--- src/aop_pkg.sv ---
// Shared constants and types for the converter output path
package aop_pkg;
    localparam int DATA_W      = 10;
    localparam int LATENCY     = 9;
    localparam int BIST_CYCLES = 512;

    // Register byte addresses
    localparam logic [7:0] ADDR_CHAN_SEL = 8'h05;
    localparam logic [7:0] ADDR_POWER    = 8'h08;
    localparam logic [7:0] ADDR_TEST     = 8'h0D;
    localparam logic [7:0] ADDR_BIST     = 8'h0E;
    localparam logic [7:0] ADDR_OMODE    = 8'h14;
    localparam logic [7:0] ADDR_BIST_RES = 8'h24;

    // Reset values
    localparam logic [7:0] RST_CHAN_SEL  = 8'h03;
    localparam logic [7:0] RST_ZERO      = 8'h00;

    // Field positions
    localparam int OM_FMT_LO = 0;
    localparam int OM_DCO_INV = 2;
    localparam int OM_MUX     = 3;
    localparam int OM_DIS     = 4;
    localparam int ST_EN      = 0;
    localparam int ST_INIT    = 2;
    localparam int TM_PNL_RST = 4;
    localparam int TM_PNS_RST = 5;
    localparam int RES_PASS   = 0;
    localparam logic [7:0] TM_KEEP = 8'h0F;
    localparam logic [7:0] PWR_KEEP = 8'h03;

    // Power modes
    localparam logic [1:0] PWR_NORMAL = 2'h0;
    localparam logic [1:0] PWR_STBY   = 2'h2;

    // Output encodings
    localparam logic [1:0] FMT_OFFSET = 2'h0;
    localparam logic [1:0] FMT_TWOS   = 2'h1;
    localparam logic [1:0] FMT_GRAY   = 2'h2;

    // Test pattern selections
    localparam logic [3:0] TP_OFF    = 4'h0;
    localparam logic [3:0] TP_MID    = 4'h1;
    localparam logic [3:0] TP_PFS    = 4'h2;
    localparam logic [3:0] TP_NFS    = 4'h3;
    localparam logic [3:0] TP_CHECK  = 4'h4;
    localparam logic [3:0] TP_PNL    = 4'h5;
    localparam logic [3:0] TP_PNS    = 4'h6;
    localparam logic [3:0] TP_TOGGLE = 4'h7;

    // Raw codes in offset binary
    localparam logic [DATA_W-1:0] CODE_MID = 10'h200;
    localparam logic [DATA_W-1:0] CODE_PFS = 10'h3FF;
    localparam logic [DATA_W-1:0] CODE_NFS = 10'h000;
    localparam logic [DATA_W-1:0] CODE_CHK = 10'h155;

    // Pseudorandom generators
    localparam int PNL_W = 23;
    localparam logic [22:0] PNL_TAPS = 23'h420000;
    localparam logic [22:0] PNL_SEED = 23'h7FFFFF;
    localparam int PNS_W = 9;
    localparam logic [8:0]  PNS_TAPS = 9'h110;
    localparam logic [8:0]  PNS_SEED = 9'h1FF;
    localparam int BPN_W = 16;
    localparam logic [15:0] BPN_TAPS = 16'hB400;
    localparam logic [15:0] BPN_SEED = 16'hFFFF;

    // Signature
    localparam logic [15:0] CRC_POLY = 16'h1021;
    localparam logic [15:0] CRC_INIT = 16'hFFFF;
    localparam int STRAP_WAIT = 3;

    typedef enum logic [2:0] {
        BIST_IDLE  = 3'b001,
        BIST_RUN   = 3'b010,
        BIST_CHECK = 3'b100
    } aop_bist_e;

    typedef struct packed {
        logic              ovr;
        logic [DATA_W-1:0] code;
    } aop_core_s;

    typedef struct packed {
        logic              raw;
        logic              ovr;
        logic [DATA_W-1:0] code;
    } aop_sample_s;

    typedef struct packed {
        logic              data_clock_out;
        logic              ovr;
        logic [DATA_W-1:0] data;
    } aop_chan_out_s;

    typedef struct packed {
        logic       wr;
        logic [7:0] addr;
        logic [7:0] wdata;
    } aop_reg_req_s;
endpackage

--- src/aop_lfsr.sv ---
// Shift-register pseudorandom source with restart
`timescale 1ns/1ps
module aop_lfsr #(
    parameter int         W    = 16,
    parameter logic [W-1:0] TAPS = '1,
    parameter logic [W-1:0] SEED = '1
) (
    input  wire logic         clk_in,
    input  wire logic         rst_b_in,
    input  wire logic         ce_in,
    input  wire logic         init_in,
    input  wire logic         step_in,
    output logic [W-1:0]      state_out
);
    logic [W-1:0] state_r;
    logic [W-1:0] state_nxt;

    // Restart beats stepping
    always_comb begin
        state_nxt = state_r;
        if (ce_in) begin
            if (init_in) begin
                state_nxt = SEED;
            end else if (step_in) begin
                state_nxt = {state_r[W-2:0], ^(state_r & TAPS)};
            end
        end
    end

    // State register
    always_ff @(posedge clk_in or negedge rst_b_in) begin
        if (!rst_b_in) begin
            state_r <= SEED;
        end else begin
            state_r <= state_nxt;
        end
    end

    assign state_out = state_r;
endmodule

--- src/aop_top.sv ---
// Output path, test patterns and self-test of a dual converter
//
// Contract
// - Power-down by register or pin high; pin low returns to normal.
// - Power-down holds all parallel output drivers in high impedance.
// - Standby keeps the reference powered for faster wake-up.
// - Both channel results may share one output bus.
// - Strap mode: format pin low gives offset binary, high twos complement.
// - Register mode offers offset binary, twos complement or gray code.
// - Disable pin low drives data and clocks; high floats both.
// - Bit 4 of output mode floats each channel independently.
// - Result appears nine sample cycles later, updating after rising edge.
// - Two data clocks, data valid on rising edge unless inverted.
// - Zero input gives midscale code; overrange flag passes from core.
// - Self-test injects pseudorandom data into both channels, signs output.
// - Self-test runs 512 cycles, stops, then compares the signature.
// - Match sets result bit 0; mismatch clears it.
// - Outputs stay connected during self-test.
// - Writing enable and init starts self-test and restarts the source.
// - At completion the enable bit clears automatically.
// - Init written zero continues the sequence from its last value.
// - Test pattern replaces core data; only some patterns get formatted.
// - Bits 4 or 5 of test mode restart pattern generators.
// - Patterns only advance while the sample clock runs.
`timescale 1ns/1ps
module aop_top #(
    parameter int          LATENCY     = aop_pkg::LATENCY,
    parameter int          BIST_CYCLES = aop_pkg::BIST_CYCLES,
    parameter logic [15:0] BIST_SIG    = 16'h0000
) (
    input  wire logic                   clk_in,
    input  wire logic                   rst_b_in,
    input  wire logic                   ce_in,
    input  wire logic                   power_down_pin_in,
    input  wire logic                   output_disable_pin_in,
    input  wire logic                   format_strap_pin_in,
    input  wire logic                   serial_select_pin_in,
    input  wire aop_pkg::aop_core_s     core_a_in,
    input  wire aop_pkg::aop_core_s     core_b_in,
    input  wire aop_pkg::aop_reg_req_s  reg_req_in,
    output logic [7:0]                  reg_rdata_out,
    output aop_pkg::aop_chan_out_s      chan_a_out,
    output aop_pkg::aop_chan_out_s      chan_b_out,
    output logic                        chan_a_oe_out,
    output logic                        chan_b_oe_out,
    output logic                        core_power_out,
    output logic                        reference_on_out,
    output logic                        bist_busy_out
);
    localparam int CNT_W = $clog2(BIST_CYCLES);
    localparam int DW    = aop_pkg::DATA_W;

    typedef struct packed {
        logic [3:0]                      sync1;
        logic [3:0]                      sync2;
        logic                            phase;
        logic                            alt;
        logic [1:0]                      strap_cnt;
        logic                            strap_twos;
        logic [7:0]                      chan_sel;
        logic [7:0]                      power_mode;
        logic [7:0]                      output_test_mode;
        logic [7:0]                      selftest_control;
        logic [7:0]                      output_mode_a;
        logic [7:0]                      output_mode_b;
        logic [7:0]                      selftest_result;
        aop_pkg::aop_bist_e              bist;
        logic [CNT_W-1:0]                cnt;
        logic [15:0]                     crc;
        aop_pkg::aop_sample_s [LATENCY-1:0] pipe_a;
        aop_pkg::aop_sample_s [LATENCY-1:0] pipe_b;
        aop_pkg::aop_chan_out_s          out_a;
        aop_pkg::aop_chan_out_s          out_b;
        logic [7:0]                      rdata;
    } aop_state_s;

    aop_state_s s_r;
    aop_state_s s_nxt;

    logic                samp;
    logic                pd_pin;
    logic                oeb_pin;
    logic                strap_mode;
    logic                pd_any;
    logic                pnl_rst;
    logic                pns_rst;
    logic                sequence_initialise_bit;
    logic                bist_step;
    logic [aop_pkg::PNL_W-1:0] pnl_q;
    logic [aop_pkg::PNS_W-1:0] pns_q;
    logic [aop_pkg::BPN_W-1:0] bpn_q;

    // Synchronised pins: 0 pd, 1 disable, 2 format strap, 3 select
    assign pd_pin     = s_r.sync2[0];
    assign oeb_pin    = s_r.sync2[1];
    assign strap_mode = s_r.sync2[3];
    assign samp       = s_r.phase;

    // Power state
    assign pd_any = pd_pin | (s_r.power_mode[1:0] != aop_pkg::PWR_NORMAL);
    assign core_power_out   = ~pd_any;
    assign reference_on_out = ~pd_any | (s_r.power_mode[1:0] == aop_pkg::PWR_STBY);

    // Register-bus pulses for the generators
    assign pnl_rst = reg_req_in.wr & ~strap_mode
                   & (reg_req_in.addr == aop_pkg::ADDR_TEST)
                   & reg_req_in.wdata[aop_pkg::TM_PNL_RST];
    assign pns_rst = reg_req_in.wr & ~strap_mode
                   & (reg_req_in.addr == aop_pkg::ADDR_TEST)
                   & reg_req_in.wdata[aop_pkg::TM_PNS_RST];
    assign sequence_initialise_bit = reg_req_in.wr & ~strap_mode
                     & (reg_req_in.addr == aop_pkg::ADDR_BIST)
                     & reg_req_in.wdata[aop_pkg::ST_EN]
                     & reg_req_in.wdata[aop_pkg::ST_INIT]
                     & (s_r.bist == aop_pkg::BIST_IDLE);
    assign bist_step = samp & (s_r.bist == aop_pkg::BIST_RUN);

    // Pattern generators, stepped once per sample
    aop_lfsr #(
        .W    (aop_pkg::PNL_W),
        .TAPS (aop_pkg::PNL_TAPS),
        .SEED (aop_pkg::PNL_SEED)
    ) u_pnl (
        .clk_in    (clk_in),
        .rst_b_in  (rst_b_in),
        .ce_in     (ce_in),
        .init_in   (pnl_rst),
        .step_in   (samp),
        .state_out (pnl_q)
    );

    aop_lfsr #(
        .W    (aop_pkg::PNS_W),
        .TAPS (aop_pkg::PNS_TAPS),
        .SEED (aop_pkg::PNS_SEED)
    ) u_pns (
        .clk_in    (clk_in),
        .rst_b_in  (rst_b_in),
        .ce_in     (ce_in),
        .init_in   (pns_rst),
        .step_in   (samp),
        .state_out (pns_q)
    );

    // Self-test source
    aop_lfsr #(
        .W    (aop_pkg::BPN_W),
        .TAPS (aop_pkg::BPN_TAPS),
        .SEED (aop_pkg::BPN_SEED)
    ) u_bpn (
        .clk_in    (clk_in),
        .rst_b_in  (rst_b_in),
        .ce_in     (ce_in),
        .init_in   (sequence_initialise_bit),
        .step_in   (bist_step),
        .state_out (bpn_q)
    );

    // Encode a sample; raw patterns bypass formatting
    function automatic aop_pkg::aop_chan_out_s fmt_word(
        input aop_pkg::aop_sample_s smp,
        input logic [1:0]           sel,
        input logic                 data_clock_out
    );
        aop_pkg::aop_chan_out_s w;
        w.data_clock_out  = data_clock_out;
        w.ovr  = smp.ovr;
        w.data = smp.code;
        if (!smp.raw) begin
            case (sel)
                aop_pkg::FMT_TWOS: begin
                    w.data = {~smp.code[DW-1], smp.code[DW-2:0]};
                end
                aop_pkg::FMT_GRAY: begin
                    w.data = smp.code ^ (smp.code >> 1);
                end
                default: begin
                    w.data = smp.code;
                end
            endcase
        end
        return w;
    endfunction

    // Choose the source of one channel
    function automatic aop_pkg::aop_sample_s pick(
        input aop_pkg::aop_core_s core,
        input logic [3:0]         tm,
        input logic               alt,
        input logic [DW-1:0]      pnl,
        input logic [DW-1:0]      pns
    );
        aop_pkg::aop_sample_s p;
        p = {1'b0, core};
        case (tm)
            aop_pkg::TP_OFF:    p = {1'b0, core};
            aop_pkg::TP_MID:    p = {2'b00, aop_pkg::CODE_MID};
            aop_pkg::TP_PFS:    p = {2'b00, aop_pkg::CODE_PFS};
            aop_pkg::TP_NFS:    p = {2'b00, aop_pkg::CODE_NFS};
            aop_pkg::TP_CHECK:  p = {2'b10, alt ? aop_pkg::CODE_CHK
                                                : ~aop_pkg::CODE_CHK};
            aop_pkg::TP_PNL:    p = {2'b10, pnl};
            aop_pkg::TP_PNS:    p = {2'b10, pns};
            aop_pkg::TP_TOGGLE: p = {2'b10, alt ? aop_pkg::CODE_PFS
                                                : aop_pkg::CODE_NFS};
            default:            p = {1'b0, core};
        endcase
        return p;
    endfunction

    // One signature step over both output words
    function automatic logic [15:0] crc_step(
        input logic [15:0] crc,
        input logic [21:0] d
    );
        logic [15:0] c;
        c = crc;
        for (int i = 21; i >= 0; i--) begin
            if (c[15] ^ d[i]) begin
                c = {c[14:0], 1'b0} ^ aop_pkg::CRC_POLY;
            end else begin
                c = {c[14:0], 1'b0};
            end
        end
        return c;
    endfunction

    localparam logic [1:0] RST2 = 2'h0;

    // Next-state logic, frozen while clock enable is low
    always_comb begin
        logic [1:0]           fmt_a;
        logic [1:0]           fmt_b;
        logic                 inv_a;
        logic                 inv_b;
        aop_pkg::aop_sample_s in_a;
        aop_pkg::aop_sample_s in_b;
        fmt_a = RST2;
        fmt_b = RST2;
        inv_a = s_r.output_mode_a[aop_pkg::OM_DCO_INV];
        inv_b = s_r.output_mode_b[aop_pkg::OM_DCO_INV];
        in_a  = '0;
        in_b  = '0;
        s_nxt = s_r;
        if (ce_in) begin
            s_nxt.sync1 = {serial_select_pin_in, format_strap_pin_in,
                           output_disable_pin_in, power_down_pin_in};
            s_nxt.sync2 = s_r.sync1;
            s_nxt.phase = ~s_r.phase;
            // Strap caught once, after the synchroniser settles
            if (s_r.strap_cnt != 2'(aop_pkg::STRAP_WAIT)) begin
                s_nxt.strap_cnt = s_r.strap_cnt + 2'h1;
                s_nxt.strap_twos = s_r.sync2[2];
            end

            // Self-test sequencer
            case (s_r.bist)
                aop_pkg::BIST_IDLE: begin
                    s_nxt.cnt = '0;
                    s_nxt.crc = aop_pkg::CRC_INIT;
                end
                aop_pkg::BIST_RUN: begin
                    if (samp) begin
                        s_nxt.crc = crc_step(s_r.crc, {s_r.out_a[DW:0],
                                             s_r.out_b[DW:0]});
                        s_nxt.cnt = s_r.cnt + CNT_W'(1);
                        if (s_r.cnt == CNT_W'(BIST_CYCLES - 1)) begin
                            s_nxt.bist = aop_pkg::BIST_CHECK;
                        end
                    end
                end
                aop_pkg::BIST_CHECK: begin
                    s_nxt.selftest_result[aop_pkg::RES_PASS] =
                        (s_r.crc == BIST_SIG);
                    s_nxt.selftest_control[aop_pkg::ST_EN] = 1'b0;
                    s_nxt.bist = aop_pkg::BIST_IDLE;
                end
                default: begin
                    s_nxt.bist = aop_pkg::BIST_IDLE;
                end
            endcase

            // Register writes; ignored while strapped, and win over clears
            if (reg_req_in.wr && !strap_mode) begin
                case (reg_req_in.addr)
                    aop_pkg::ADDR_CHAN_SEL: s_nxt.chan_sel = reg_req_in.wdata;
                    aop_pkg::ADDR_POWER: begin
                        s_nxt.power_mode = reg_req_in.wdata & aop_pkg::PWR_KEEP;
                    end
                    aop_pkg::ADDR_TEST: begin
                        s_nxt.output_test_mode = reg_req_in.wdata
                                               & aop_pkg::TM_KEEP;
                    end
                    aop_pkg::ADDR_BIST: begin
                        s_nxt.selftest_control = reg_req_in.wdata;
                        if (!reg_req_in.wdata[aop_pkg::ST_EN]) begin
                            s_nxt.bist = aop_pkg::BIST_IDLE;
                        end else if (s_r.bist == aop_pkg::BIST_IDLE) begin
                            s_nxt.bist = aop_pkg::BIST_RUN;
                        end
                    end
                    aop_pkg::ADDR_OMODE: begin
                        if (s_r.chan_sel[0]) begin
                            s_nxt.output_mode_a = reg_req_in.wdata;
                        end
                        if (s_r.chan_sel[1]) begin
                            s_nxt.output_mode_b = reg_req_in.wdata;
                        end
                    end
                    default: begin
                    end
                endcase
            end

            // Encoding: strap pin or register field
            if (strap_mode) begin
                fmt_a = s_r.strap_twos ? aop_pkg::FMT_TWOS
                                       : aop_pkg::FMT_OFFSET;
                fmt_b = fmt_a;
            end else begin
                fmt_a = s_r.output_mode_a[aop_pkg::OM_FMT_LO +: 2];
                fmt_b = s_r.output_mode_b[aop_pkg::OM_FMT_LO +: 2];
            end

            // Source select: self-test, test pattern or core
            if (s_r.bist == aop_pkg::BIST_RUN) begin
                in_a = {2'b00, bpn_q[DW-1:0]};
                in_b = in_a;
            end else begin
                in_a = pick(core_a_in, s_r.output_test_mode[3:0], s_r.alt,
                            pnl_q[DW-1:0], {pns_q[0], pns_q});
                in_b = pick(core_b_in, s_r.output_test_mode[3:0], s_r.alt,
                            pnl_q[DW-1:0], {pns_q[0], pns_q});
            end

            // Pipeline and output words, once per sample
            if (samp) begin
                s_nxt.alt = ~s_r.alt;
                s_nxt.pipe_a = {s_r.pipe_a[LATENCY-2:0], in_a};
                s_nxt.pipe_b = {s_r.pipe_b[LATENCY-2:0], in_b};
                s_nxt.out_a = fmt_word(s_r.pipe_a[LATENCY-1], fmt_a, inv_a);
                s_nxt.out_b = fmt_word(s_r.pipe_b[LATENCY-1], fmt_b, inv_b);
            end else begin
                // Rising clock mid-word unless inverted
                s_nxt.out_a.data_clock_out = ~inv_a;
                s_nxt.out_b.data_clock_out = ~inv_b;
                if (s_r.output_mode_a[aop_pkg::OM_MUX]) begin
                    s_nxt.out_a.data = s_r.out_b.data;
                    s_nxt.out_a.ovr  = s_r.out_b.ovr;
                end
            end

            // Registered read-back
            case (reg_req_in.addr)
                aop_pkg::ADDR_CHAN_SEL: s_nxt.rdata = s_r.chan_sel;
                aop_pkg::ADDR_POWER:    s_nxt.rdata = s_r.power_mode;
                aop_pkg::ADDR_TEST:     s_nxt.rdata = s_r.output_test_mode;
                aop_pkg::ADDR_BIST:     s_nxt.rdata = s_r.selftest_control;
                aop_pkg::ADDR_OMODE: begin
                    s_nxt.rdata = s_r.chan_sel[0] ? s_r.output_mode_a
                                                  : s_r.output_mode_b;
                end
                aop_pkg::ADDR_BIST_RES: s_nxt.rdata = s_r.selftest_result;
                default:                s_nxt.rdata = aop_pkg::RST_ZERO;
            endcase
        end
    end

    // State register
    always_ff @(posedge clk_in or negedge rst_b_in) begin
        if (!rst_b_in) begin
            s_r          <= '0;
            s_r.chan_sel <= aop_pkg::RST_CHAN_SEL;
            s_r.bist     <= aop_pkg::BIST_IDLE;
            s_r.crc      <= aop_pkg::CRC_INIT;
        end else begin
            s_r <= s_nxt;
        end
    end

    // Drivers float on power-down, disable pin or own disable bit
    assign chan_a_oe_out = ~pd_any & ~oeb_pin
                         & ~s_r.output_mode_a[aop_pkg::OM_DIS];
    assign chan_b_oe_out = ~pd_any & ~oeb_pin
                         & ~s_r.output_mode_b[aop_pkg::OM_DIS];
    assign chan_a_out    = s_r.out_a;
    assign chan_b_out    = s_r.out_b;
    assign reg_rdata_out = s_r.rdata;
    assign bist_busy_out = (s_r.bist != aop_pkg::BIST_IDLE);
endmodule

--- config.mk ---
export PLATFORM = sky130hd
export DESIGN_NAME = aop_top
export DESIGN_NICKNAME = d
export VERILOG_FILES = /design/src/aop_pkg.sv /design/src/aop_lfsr.sv /design/src/aop_top.sv
export SDC_FILE = /design/constraint.sdc
export NUM_CORES = 1
export LEC_CHECK = 0
export BUFFER_PORTS_ARGS = -buffer_cell sky130_fd_sc_hd__buf_2
export CORE_ASPECT_RATIO = 1.1
export CORE_UTILIZATION = 40
export DETAILED_ROUTE_END_ITERATION = 8
export PLACE_DENSITY = 0.62
export SYNTH_ARGS = -nofsm -noshare
export SYNTH_HDL_FRONTEND = slang
export SYNTH_SLANG_ARGS = --single-unit
--- constraint.sdc ---
create_clock -name clk_in -period 3.96 [get_ports clk_in]
set_input_delay 0.99 -clock clk_in [delete_from_list [all_inputs] [get_ports clk_in]]
set_output_delay 0.99 -clock clk_in [all_outputs]
set_load 0.01 [all_outputs]
==> results.cfg <==
[detailed_routing]
drtAntennaViolNets = 0
drt_first_pass_iters = 5
post_drt_via_cell_ratio = 5.179
vias = 11710
drt_iter0_drc = 714
drt_wl_total_mm = 36.24
drc_errors = 0
wire_per_inst_um = 16.02

[cells_and_area]
synthToLayoutAreaGrowth_pct = 12.48
final_common_cell = nand2_1
most-common-layout-cells = nand2_1, dfrtp_1, buf_2
antennaDiodeCount = 0
final_area_um2 = 18370
nets = 1771
fin_cells = 2262
drive_above_1_share_pct = 17.15

[grt]
antenna_found_initial = 1
grt_max_degree = 104
grt_pass1_vias = 11920
grt-ovfl-total = 0
track_usage_pct = 18.05
grt_pass1_wl_mm = 61.28

[power_and_ir_drop]
leakage_uw = 0.009141
p_seq_share_pct = 42.2
power.density_nw_per_um2 = 756.7
swShare_pct = 33.98
power_frac_comb_pct = 31.2
p_sw_uw = 4724
ir_drop_v = 0.0003736
p_int_uw = 9178
pwr-share-clk_pct = 26.6

[setup_path]
slowest_delay_ns = 0.54
reg2reg_setup_slack_ns = 1.53
critPathKind = input port to register
worstPathArrival_ns = 3.10
worstPathCellList = buf_2 -> nor4_1 -> and2_1 -> and3_1 -> a21oi_1 -> nor2b_1 -> o22a_1
slowest_stage = nor2b_1
end_kind = register
worstPathMaxFanout = 10
crit_required_ns = 4.42
start_kind = input port

[worst_hold_path]
hold_class = register to register

[yosys]
yosysUniqueCellTypes = 54
synthFlopType = dfrtp_1
yosysWarningCount = 0
seq_area_frac_synth_pct = 56.74
syn_area_um2 = 16330
synth-async-reset-ratio_pct = 100.0
syn_nets = 1748
synth_seq_cells = 367
synthCells = 1695
synth_edf_count = 0
synth_area_per_cell_um2 = 9.637

[clock_tree]
postCtsHoldBufs = 0
clock_latency_ns = 0.53
cts_buffer_depth = 3
cts.sinks = 367
cts-root-buf = clkbuf_16
post_cts.repair.setup_buffers = 0
cts_made_buffers = 41
cts.repair.resized = 0
htreeDepth = 2
cts_tree = built
clkTransAtPathRegs_ns = 0.06

[timing]
setup_viol = 0
period_needed_ns = 2.640
fin_crit_sh_pct = 66.66
worst_slack_ns = 1.320
tns_ns = 0
fmax_mhz = 378.8
maxSlewHeadroom_pct = 31.82
drv_slew = 0
rsz0062_at_grt = false
hold_viol_final = 0
skew_ns = 0.01133
worstMarginPinSlew_ns = 1.023
hold_ws_ns = 0.4587

[floorplanning]
io_pins = 83
die_w_um = 194.7
die-area_um2 = 41650
initial_core_util_pct = 40.56
chipHeight_um = 213.9
floorplan.rows = 77
core_area_um2 = 40270

[place]
gp_congestion = 0.8621
dp_hpwl_mm = 24.21
io_buffer_count = 82
dp_cells = 2188
dpl_worst_slack_ns = 0.8191
placed_area_um2 = 17040

[run_status]
status = complete, no violations

[run]
drv_cap = 0
## cells by family after synthesis
group                    after synthesis  share of synthesized area [%]
AO/OA/AOI/OAI                        216                          8.771
XOR/XNOR                              85                          5.469
adder cells (fa/ha/maj)                7                         0.5362
buffers and inverters                132                          3.853
flip-flops                           367                          56.74
multiplexers                          69                          4.673
AND/OR/NAND/NOR                      819                          19.96
## routing by layer
layer,global-route usage [%],share of wire (%)
met1,24.44,46
met2,29.55,47
met3,3.042,4.6
met4,5.661,2.6
met5,0,0.025
## sequential cells by signal, summed over array words and instances, names as in the netlist
register,flops
s_r,284
u_pnl.state_out,23
u_bpn.state_out,16
chan_a_out,12
chan_b_out,12
u_pns.state_out,9
reg_rdata_out,8
oeb_pin,1
pd_pin,1
samp,1
## power by group through the flow
stage	Clock (uW)	Combinational, uW	Sequential, uW
after floorplan	0	3620	5630
after global placement	0	4300	5900
after detailed placement	0	4370	5930
after CTS	3800	4410	5870
after global routing	3960	4930	6030
final	3700	4340	5860
## worst max-delay path, delay by kind of cell
| family | cells | cell delay [ns] |
|---|---|---|
| compound gates | 2 | 0.34 |
| buf+inv | 1 | 0.13 |
| simple gates | 4 | 1.65 |
## path summary, 6_finish.rpt
check	from	to	cells past startpoint
max	reg_req_in[13]	u_pnl.state_out[1]	7
min	s_r[206]	s_r[218]	2
max reg2reg	chan_a_out[9]	s_r[253]	6
min reg2reg	s_r[206]	s_r[218]	2
max in group asynchronous	rst_b_in	chan_b_out[0]	2
min in group asynchronous	rst_b_in	s_r[189]	1
## layout make-up
type,instances,area (um^2)
fillers,3842,21900
flip-flops and latches,367,9268
multi-input cells,1196,6461
clock buffers,62,1237
well taps,513,641.9
repair buffers,99,623.1
clock inverters,12,92.59
inverters,13,48.80
## synthesized netlist by cell type (all sizes together), types with 4 or more instances
library cell,number,share of area (%)
nand2,651,15
dfrtp,300,46
clkbuf,78,1.8
nor2,77,1.8
dfstp,67,11
mux2,58,4.0
a21oi,54,1.7
o21ai,48,1.5
xnor2,46,2.7
buf,39,1.7
nand3,35,1.1
xor2,31,1.7
o22a,28,1.5
a22oi,18,0.83
a21o,15,0.69
inv,13,0.30
mux2i,11,0.67
a221oi,10,0.54
a211oi,9,0.41
nand2b,8,0.31
and2,7,0.27
ha,7,0.54
nand4,7,0.27
nor3,7,0.21
nor4,6,0.23
o21a,6,0.28
xnor3,6,0.84
a221o,5,0.31
nor2b,5,0.19
o22ai,5,0.19
or3,5,0.19
and3,4,0.15
o221ai,4,0.21
o31ai,4,0.18
## stage by stage
stage | power [uW] | utilization, %
finish | 13900 | 45.62
global route | 14920 | 45.62
CTS | 14080 | 45.62
detailed placement | 10300 | 42.32
global placement | 10200 | 42.32
floorplan | 9247 | -
Power figures use the tool's default switching activity.
